`src/flr_consts.vh`:
```
// Constants for the fault limit and response block: command codes, field
// positions, action and retry codes, and reset values. Definitions only.
`ifndef FLR_CONSTS_VH
`define FLR_CONSTS_VH
// ==========================================================================
// Command codes
`define FLR_CMD_OC_LV_LIMIT   8'h48
`define FLR_CMD_OC_WARN_LIMIT 8'h4a
`define FLR_CMD_OT_LIMIT      8'h4f
`define FLR_CMD_OT_ACTION     8'h50
`define FLR_CMD_DELAY_UNIT    8'hd2
// ==========================================================================
// Response byte fields
`define FLR_ACT_HI   7
`define FLR_ACT_LO   6
`define FLR_RTY_HI   5
`define FLR_RTY_LO   3
`define FLR_DLY_HI   2
`define FLR_DLY_LO   0
// Response actions
`define FLR_ACT_IGNORE  2'h0
`define FLR_ACT_DELAY   2'h1
`define FLR_ACT_RETRY   2'h2
`define FLR_ACT_LATCH   2'h3
// Retry settings
`define FLR_RTY_NONE    3'h0
`define FLR_RTY_FOREVER 3'h7
// ==========================================================================
// Reset values
`define FLR_RST_WORD    16'h0000
`define FLR_RST_ACTION  8'h00
`define FLR_RST_UNIT    16'h0001
`endif

```
`src/flr_fault_limit_and_response.v`:
```
// Fault limit registers and over-temperature response sequencer.
// Assumes a PMBus command decoder on SYS_CLK giving one-cycle write strobes
// and a combinational-free read path; the fault and control inputs are pins.
`default_nettype none
`include "flr_consts.vh"

// Functional notes
// - Read/write over-current low-voltage fault limit word
// - Read/write over-current warning limit word
// - Read/write over-temperature fault limit word
// - Response byte: action, retries, delay fields
// - Action 00: ignore fault, keep running
// - Action 01: run for delay, then retry
// - Action 10: disable immediately, then retry
// - Action 11: stay off until fault cleared
// - Retry 000: no restart, stay off
// - Retry 1..6: that many restarts, then latch
// - Restart starts spaced by delay time
// - Retry 111: retry forever until commanded off
// - Delay field decodes to 2^n units
// - Delay unit length from separate register
module flr_fault_limit_and_response (
  input  wire        SYS_CLK,       // 100 MHz system clock
  input  wire        RST,           // Synchronous active-high reset
  input  wire        CMD_WR,        // One-cycle write strobe
  input  wire        CMD_RD,        // One-cycle read strobe
  input  wire [7:0]  CMD_CODE,      // Command code
  input  wire [15:0] CMD_WDATA,     // Write data, bytes in low bits
  input  wire        CLEAR_FAULTS,  // Clear-all command pulse
  input  wire        CLEAR_OT_BIT,  // Individual over-temperature clear pulse
  input  wire        OT_FAULT_PIN,  // Over-temperature comparator, async
  input  wire        OUTPUT_ON_PIN, // Combined on/off command level, async
  input  wire        OTHER_SHUTDOWN,// Another fault forcing shutdown, async
  output reg  [15:0] CMD_RDATA,     // Read data
  output reg         CMD_RVALID,    // Read data valid pulse
  output reg         OUTPUT_EN,     // Output enable to the power stage
  output reg         OT_FAULT_LATCHED, // Over-temperature status bit
  output reg  [15:0] OC_LV_LIMIT,   // Limit words to the comparators
  output reg  [15:0] OC_WARN_LIMIT,
  output reg  [15:0] OT_LIMIT
);

  // ========================================================================
  // States
  localparam [2:0] ST_RUN   = 3'h0; // Normal operation
  localparam [2:0] ST_GRACE = 3'h1; // Running on through the delay
  localparam [2:0] ST_WAIT  = 3'h2; // Off, waiting before a restart
  localparam [2:0] ST_TRY   = 3'h3; // Restart attempt in progress
  localparam [2:0] ST_LATCH = 3'h4; // Off until cleared

  // ========================================================================
  // Registers
  reg [7:0]  ot_action_q;           // Response byte
  reg [15:0] delay_unit_q;          // Cycles per delay time unit
  reg [2:0]  state_q;               // Sequencer state
  reg [2:0]  tries_q;               // Restarts already made
  reg [7:0]  units_q;               // Delay units elapsed
  reg [15:0] tick_q;                // Cycles within a unit
  reg        ot_s1_q, on_s1_q, sd_s1_q; // Synchroniser stages
  reg        ot_q, on_q, sd_q;      // Synchronised inputs
  reg        on_prev_q;             // For off-then-on detection

  wire [1:0] act = ot_action_q[`FLR_ACT_HI:`FLR_ACT_LO];
  wire [2:0] rty = ot_action_q[`FLR_RTY_HI:`FLR_RTY_LO];
  wire [2:0] dly = ot_action_q[`FLR_DLY_HI:`FLR_DLY_LO];

  // Delay field to unit count, 1..128
  function [7:0] units_of;
    input [2:0] f;
    begin
      units_of = 8'h01 << f;
    end
  endfunction

  // Retry budget left: 111 never runs out
  function more_tries;
    input [2:0] setting;
    input [2:0] done;
    begin
      more_tries = (setting == `FLR_RTY_FOREVER) || (done < setting);
    end
  endfunction

  wire unit_end  = (tick_q + 16'h0001 >= delay_unit_q);
  wire delay_end = unit_end && (units_q + 8'h01 >= units_of(dly));
  // Off-then-on edge on the combined control level
  wire on_rise   = on_q && !on_prev_q;
  wire clear_ev  = CLEAR_FAULTS || CLEAR_OT_BIT || on_rise;

  // ========================================================================
  // Input synchronisers: first stage feeds only the second
  always @(posedge SYS_CLK) begin
    ot_s1_q   <= OT_FAULT_PIN;
    on_s1_q   <= OUTPUT_ON_PIN;
    sd_s1_q   <= OTHER_SHUTDOWN;
    ot_q      <= ot_s1_q;
    on_q      <= on_s1_q;
    sd_q      <= sd_s1_q;
    on_prev_q <= on_q;
  end

  // ========================================================================
  // Register writes and reads
  always @(posedge SYS_CLK) begin
    CMD_RVALID <= 1'b0;
    if (RST) begin
      OC_LV_LIMIT   <= `FLR_RST_WORD;
      OC_WARN_LIMIT <= `FLR_RST_WORD;
      OT_LIMIT      <= `FLR_RST_WORD;
      ot_action_q   <= `FLR_RST_ACTION;
      delay_unit_q  <= `FLR_RST_UNIT;
      CMD_RDATA     <= 16'h0000;
    end else begin
      if (CMD_WR) begin
        case (CMD_CODE)
          `FLR_CMD_OC_LV_LIMIT:   OC_LV_LIMIT   <= CMD_WDATA;
          `FLR_CMD_OC_WARN_LIMIT: OC_WARN_LIMIT <= CMD_WDATA;
          `FLR_CMD_OT_LIMIT:      OT_LIMIT      <= CMD_WDATA;
          `FLR_CMD_OT_ACTION:     ot_action_q   <= CMD_WDATA[7:0];
          // A zero unit would end a unit every cycle, just as one does; it is held at one
          `FLR_CMD_DELAY_UNIT: delay_unit_q <= (CMD_WDATA == 16'h0000) ?
                                              16'h0001 : CMD_WDATA;
          default: ;
        endcase
      end
      if (CMD_RD) begin
        CMD_RVALID <= 1'b1;
        case (CMD_CODE)
          `FLR_CMD_OC_LV_LIMIT:   CMD_RDATA <= OC_LV_LIMIT;
          `FLR_CMD_OC_WARN_LIMIT: CMD_RDATA <= OC_WARN_LIMIT;
          `FLR_CMD_OT_LIMIT:      CMD_RDATA <= OT_LIMIT;
          `FLR_CMD_OT_ACTION:     CMD_RDATA <= {8'h00, ot_action_q};
          `FLR_CMD_DELAY_UNIT:    CMD_RDATA <= delay_unit_q;
          default:                CMD_RDATA <= 16'h0000;
        endcase
      end
    end
  end

  // ========================================================================
  // Response sequencer
  always @(posedge SYS_CLK) begin
    if (RST) begin
      state_q          <= ST_RUN;
      tries_q          <= 3'h0;
      units_q          <= 8'h00;
      tick_q           <= 16'h0000;
      OUTPUT_EN        <= 1'b0;
      OT_FAULT_LATCHED <= 1'b0;
    end else begin
      // Timer runs by default; states restart it as needed
      if (unit_end) begin
        tick_q  <= 16'h0000;
        units_q <= units_q + 8'h01;
      end else begin
        tick_q  <= tick_q + 16'h0001;
      end
      // Status: a new fault wins over a clear in the same cycle
      if (ot_q && act != `FLR_ACT_IGNORE)
        OT_FAULT_LATCHED <= 1'b1;
      else if (clear_ev)
        OT_FAULT_LATCHED <= 1'b0;
      if (clear_ev && !ot_q) begin
        // A clear with the fault input low restarts the sequence from scratch
        state_q <= ST_RUN;
        tries_q <= 3'h0;
        units_q <= 8'h00;
        tick_q  <= 16'h0000;
        OUTPUT_EN <= on_q;
      end else if (!on_q || sd_q) begin
        // Commanded off or other shutdown ends retrying
        state_q   <= ST_LATCH;
        OUTPUT_EN <= 1'b0;
      end else begin
        case (state_q)
          ST_RUN: begin
            OUTPUT_EN <= 1'b1;
            units_q   <= 8'h00;
            tick_q    <= 16'h0000;
            if (ot_q) begin
              case (act)
                `FLR_ACT_IGNORE: OUTPUT_EN <= 1'b1;
                `FLR_ACT_DELAY:  state_q   <= ST_GRACE;
                `FLR_ACT_RETRY: begin
                  OUTPUT_EN <= 1'b0;
                  state_q   <= more_tries(rty, 3'h0) ? ST_WAIT : ST_LATCH;
                end
                default: begin
                  OUTPUT_EN <= 1'b0;
                  state_q   <= ST_LATCH;
                end
              endcase
            end
          end
          ST_GRACE: begin
            if (!ot_q) begin
              state_q <= ST_RUN;
            end else if (delay_end) begin
              // Fault outlived the delay: fall into the retry setting
              OUTPUT_EN <= 1'b0;
              units_q   <= 8'h00;
              tick_q    <= 16'h0000;
              state_q   <= more_tries(rty, tries_q) ? ST_WAIT : ST_LATCH;
            end
          end
          ST_WAIT: begin
            OUTPUT_EN <= 1'b0;
            if (delay_end) begin
              OUTPUT_EN <= 1'b1;
              units_q   <= 8'h00;
              tick_q    <= 16'h0000;
              if (tries_q != `FLR_RTY_FOREVER)
                tries_q <= tries_q + 3'h1;
              state_q <= ST_TRY;
            end
          end
          ST_TRY: begin
            // Attempt ends on a fault or after one fault-free delay; the wait spaces starts one delay apart
            if (ot_q) begin
              OUTPUT_EN <= 1'b0;
              state_q   <= more_tries(rty, tries_q) ? ST_WAIT : ST_LATCH;
            end else if (delay_end) begin
              state_q <= ST_RUN;
              tries_q <= 3'h0;
            end
          end
          ST_LATCH: OUTPUT_EN <= 1'b0;
          default: state_q <= ST_LATCH;
        endcase
      end
    end
  end

endmodule // flr_fault_limit_and_response
`default_nettype wire

```
`config.mk`:
```
export PLATFORM = sky130hd
export DESIGN_NAME = flr_fault_limit_and_response
export DESIGN_NICKNAME = d
export VERILOG_FILES = /design/src/flr_fault_limit_and_response.v
export VERILOG_INCLUDE_DIRS = /design/src
export SDC_FILE = /design/constraint.sdc
export NUM_CORES = 1
export LEC_CHECK = 0
export ABC_AREA = 1
export BUFFER_PORTS_ARGS = -buffer_cell sky130_fd_sc_hd__buf_2
export CAP_MARGIN = 25
export CORE_UTILIZATION = 55
export CTS_CLUSTER_SIZE = 20
export DETAILED_ROUTE_END_ITERATION = 10
export PLACE_DENSITY_LB_ADDON = 0.25
export SYNTH_ARGS = -nofsm -noshare
export SYNTH_HDL_FRONTEND = slang
export SYNTH_SLANG_ARGS = --single-unit
```
`constraint.sdc`:
```
create_clock -name SYS_CLK -period 8 [get_ports SYS_CLK]
set_input_delay 0.8 -clock SYS_CLK [delete_from_list [all_inputs] [get_ports SYS_CLK]]
set_output_delay 0.8 -clock SYS_CLK [all_outputs]
set_load 0.05 [all_outputs]
```
======== Word-level counts from Yosys, hierarchy flattened ========
Cells that the tools add are included.
storage, ports and cells
  flip-flop bits (word level) ............. 128
  bits in latches ......................... 0
  memory bits (writable) .................. 0
  bits in read-only memories .............. 0
  input bits .............................. 33
  logic and storage cells ................. 131
  memories kept ........................... 0
operators by class
  add/subtract/negate cells ............... 3
  $mul .................................... 0
  div/mod/pow operators ................... 0
  order comparisons ....................... 4
  equal/unequal tests ..................... 30
  shift-type cells ........................ 1
  multiplexer cells ....................... 39
  bitwise operators ....................... 2
  reduce and logical (&&, ||, !) cells .... 31
operators by type and width
  operator                                                            count
  16-bit two-way mux                                                  5
  16-bit case mux with 5 select lines                                 1
  16-bit case mux with 3 select lines                                 1
  3-bit two-way mux                                                   12
  8-bit by 7-bit == test with 1-bit output (second input constant)    4
  8-bit two-way mux                                                   4
  8-bit case mux with 3 select lines                                  1
  4-bit != test (second input constant)                               5
  3-bit != test (second input constant)                               6
  6-bit AND reduction                                                 3
  16-bit by 1-bit adder with 16-bit output (second input constant)    1
  16-bit >= comparator                                                1
  16-bit zero test                                                    1
  3-bit case mux with 5 select lines                                  1
  2-bit != test (second input constant)                               7
  1-bit two-way mux                                                   11
  2-bit AND reduction                                                 5
  3-bit case mux with 3 select lines                                  1
  8-bit by 1-bit adder with 8-bit output (second input constant)      1
  8-bit == test (second input constant)                               1
  8-bit >= comparator                                                 1
  1-bit by 3-bit << shifter with 8-bit output (first input constant)  1
  7-bit nonzero test                                                  1
  3-bit by 2-bit == test with 1-bit output (second input constant)    2
  19 further kinds                                                    33

======== Logic depth before layout (Yosys ltp) ========
  depth after elaboration ................. 8
  mapped depth ............................ 22
  mapped depth without buffers ............ 22

======== Worst setup path before layout ========
No wires, ideal clock.
  path kind ............................... register to register
  from .................................... reg tick_q[0]
  to ...................................... reg units_q[2]
  library setup time ...................... 117 ps
  arrival time ............................ 2670 ps
  data required time ...................... 7883 ps
  path slack .............................. 5213 ps
  stages on the path, launching flop included .. 21
  path through ............................ dfxtp_1 > ha_1 > nand2_1 > nor2_4 > nand4_1 > nor2_2 > nand3_2 > nor2_2 > nand3_1 > xor2_1 > inv_1 > ha_1 > nand4_1 > nor2_1 > nand3_1 > nand3_2 > nand2_1 > nand2_1 > nand3_1 > nand2_1 > nor2_1
on the way
  cells in the longest elaborated chain, start to end .. 7
  elaborated cells on any way between the ends .. 8
ends and longest elaborated chain
  what                                                           RTL line                                                                RTL
  from (decl)                                                    flr_fault_limit_and_response.v:58                                       reg [15:0] tick_q;
  from (signal assigned)                                         flr_fault_limit_and_response.v:156                                      tick_q <= tick_q + 16'h0001;
  16-bit by 1-bit adder with 16-bit output (*)                   flr_fault_limit_and_response.v:84                                       wire unit_end = (tick_q + 16'h0001 >= delay_unit_q);
  16-bit >= comparator (*)                                       flr_fault_limit_and_response.v:84
  8-bit two-way mux / 1-bit logical AND (equally long branches)  flr_fault_limit_and_response.v:152, flr_fault_limit_and_response.v:85
  8-bit two-way mux                                              flr_fault_limit_and_response.v:198, flr_fault_limit_and_response.v:208
  8-bit two-way mux                                              flr_fault_limit_and_response.v:196                                      if (!ot_q) begin
  8-bit case mux with 3 select lines                             flr_fault_limit_and_response.v:175                                      case (state_q)
  8-bit two-way mux (*)                                          flr_fault_limit_and_response.v:170                                      end else if (!on_q || sd_q) begin
  to (signal assigned)                                           flr_fault_limit_and_response.v:154                                      units_q <= units_q + 8'h01;
  to (decl)                                                      flr_fault_limit_and_response.v:57                                       reg [7:0] units_q;
Mark *: on every way between the ends. The rest lies on a longest branch, timed or not.
A chain may end at the register's enable or synchronous reset.

======== Worst setup path in the final report ========
  from .................................... reg tick_q[0]
  to ...................................... reg units_q[3]
The elaborated chain is that of the path after synthesis.

==> metrics.yaml <==
wire_per_inst_um: 15.5
drt_wl_total_mm: 17.0
setup_ws_ns: 4.62
setup_tns_ns: 0
clock_latency_ns: 0.42
async_flop_share_pct: 0
min_from: "ot_s1_q"
cts_hold_buf: 0
ir_drop_uv: 288
dp_cells: 1065
cts-resized-gates: 0
switching_share_pct: 22.8
finalHoldViolations: 0
ios: 100
outcome: "finished, final reports clean"
rr_endpoint: "units_q[3]"
p_clk_share_pct: 53.2
grt_setup_unrepaired: "no"
drv_cap: 0
power_frac_comb_pct: 4.9
power_density_mw_per_mm2: 208
fin_crit_sh_pct: 42.3
relSlewSlack_pct: 37.3
synth_ff_type: "dfxtp_1"
cts_tree: "done"
clkSinkCount: 128
reg2reg_from: "tick_q[0]"
synth_seq_cells: 128
fp.dieH_um: 109
dpl_cell_area_mm2: 0.00680
hold_class: "register to register"
clock_path_buffers: 2
synth-edff-count: 0
antennaDiodeCount: 0
p_sw_uw: 353
worst_slew_pin_slew_ns: 0.938
port_buffers: 99
path_max_fanout: 13
core_area_mm2: 0.0110
yosysTopAreaCellShare_pct: 40.7
grt_pass1_wl_mm: 27.0
setup_viol: 0
ant_nets: 0
timing.fmax_ghz: 0.296
synth_top_area_cell: "dfxtp_1"
skew_ns: 0.00954
cts_setup_buffers: 0
nNetsFinal: 1007
grt_pass1_vias: 5652
grt_max_degree: 46
antenna_found_initial: 0
dp_worst_setup_slack_ns: 4.67
root_buffer: "clkbuf_16"
first_pass_iters: 5
stdcell_count: 1097
p_int_uw: 1190
synthDistinctLibCells: 49
drt_iter0_markers: 457
syn_inst: 857
vias_per_cell: 5.57
synth_area_leaders: "dfxtp_1 41%, nand2_1 9.2%, a21oi_1 7.1%, inv_1 7.0%, ha_1 6.0%"
yosys_warnings: 0
num_rows: 38
min_to: "ot_q"
die_area_mm2: 0.0119
initial_core_util_pct: 57.3
start_kind: "register"
drc: 0
worstRegToRegCells: 20
cp_data_required_time_ns: 8.31
yosys.cell_count.top_type: "nand2_1"
dieWidth_um: 109
seqPwrFrac_pct: 41.9
ys_seq_area_share_pct: 40.7
htree_levels: 4
p_leak_uw: 0.00325
layout-drive-gt1-share_pct: 16.9
hold_depth: 0
drv_slew: 0
worstSetupPathType: "register to register"
synth_fp_nets: 920
vias: 6105
syn_to_final_growth_pct: 18.1
grt_usage_pct: 30.2
min_period_ns: 3.38
syn_area_per_cell_um2: 7.34
place.gp.congestion: 0.912
worstSetupEndpointType: "register"
arrival_ns: 3.69
hpwl_mm: 11.9
grt_overflow: 0
clk_pin_slew_ns: 0.06
cts_buffers: 17
syn_area_mm2: 0.00629
ys_top_cells_by_count: "154 x nand2_1, 128 x dfxtp_1, 118 x inv_1"
r2r_slack_ns: 4.62
fin_area_mm2: 0.00742
-- logic make-up (layout without fill, tap and decap cells) --
family	after synthesis	count (layout)	synth area share [%]
AOI/OAI and AO/OA	204	204	18.2
xor gates and xnor gates	14	14	1.95
adders and majority gates	30	30	5.97
buffers and inverters	159	259	10.4
DFF	128	128	40.7
and+or+nand+nor	322	322	22.7
-- flip-flops by register name, summed over array words and instances, names as in the netlist, 3 cells and up --
signal,count
state_q,3
OC_LV_LIMIT,16
ot_action_q,8
OC_WARN_LIMIT,16
CMD_RDATA,16
units_q,8
tries_q,3
delay_unit_q,16
OT_LIMIT,16
tick_q,16
-- final cells by class --
type	instances	area (µm²)
Fill cell	964	3560
Sequential cell	128	2560
Tap cell	140	175
Clock buffer	19	443
Inverter	126	479
Multi-Input combinational cell	570	3070
Timing Repair Buffer	101	510
Clock inverter	13	185
-- power groups by stage --
| stage | logic, µW | clock network, µW | registers [µW] |
|---|---|---|---|
| final | 75.0 | 823 | 648 |
| after floorplan | 35.6 | 0 | 671 |
| after detailed placement | 73.5 | 0 | 662 |
| after global placement | 72.8 | 0 | 662 |
| after CTS | 74.1 | 826 | 648 |
| after global routing | 82.2 | 856 | 649 |
-- stage by stage --
step | total power, µW | hold slack, ns | utilization (%)
4_1_cts | 1550 | 0.327 | 67.6
3_3_place_gp | 735 | 0.310 | 61.9
3_5_place_dp | 736 | 0.313 | 61.9
5_1_grt | 1590 | 0.338 | 67.6
2_1_floorplan | 707 | 0.310 | -
6_report | 1550 | 0.327 | 67.6
-- critical path: stages (launching register included) --
cell	delay, ns
dfxtp_1	0.38
ha_1	0.21
nand2_1	0.09
nor2_4	0.11
nand4_1	0.13
nor2_2	0.17
nand3_2	0.12
nor2_2	0.12
nand3_1	0.09
xor2_1	0.17
inv_1	0.06
ha_1	0.28
nand4_1	0.10
nor2_1	0.19
nand3_1	0.11
nand3_2	0.21
nand2_1	0.23
nand2_1	0.11
nand3_1	0.15
nand2_1	0.19
nor2_1	0.06
-- layer usage --
layer	GRT usage (%)	wire length, µm	share of wire, %	vias to the layer above
met5	0	0	0	-
met1	35.4	7080	42	2839
li1	-	-	-	3022
met2	53.3	8480	50	206
met4	9.94	362	2.1	0
met3	7.47	1100	6.5	38
-- cells in the final DEF (no fill, tap or decap), types with 7 or more instances in the layout --
cell type | synthesis | routed
a21oi_1 | 89 | 89
a31oi_1 | 9 | 9
buf_2 | 10 | 99
clkbuf_16 | 0 | 17
dfxtp_1 | 128 | 128
ha_1 | 30 | 30
inv_1 | 118 | 118
nand2_1 | 154 | 154
nand3_1 | 54 | 54
nand4_1 | 10 | 10
nor2_1 | 71 | 71
nor2_2 | 7 | 7
nor3_1 | 8 | 8
o2111ai_1 | 10 | 10
o21ai_0 | 63 | 63
o22ai_1 | 14 | 14
xor2_1 | 13 | 13
-- how the worst max path moves through the flow --
| stage | from | endpoint | slack [ns] |
|---|---|---|---|
| floorplan | tick_q[0] | units_q[2] | 5.21 |
| global placement | tick_q[0] | units_q[2] | 4.78 |
| detailed placement | tick_q[0] | units_q[2] | 4.67 |
| CTS | tick_q[0] | units_q[2] | 4.63 |
| global route | tick_q[0] | units_q[7] | 4.20 |
| finish | tick_q[0] | units_q[3] | 4.62 |
Power figures use the tool's default switching activity.
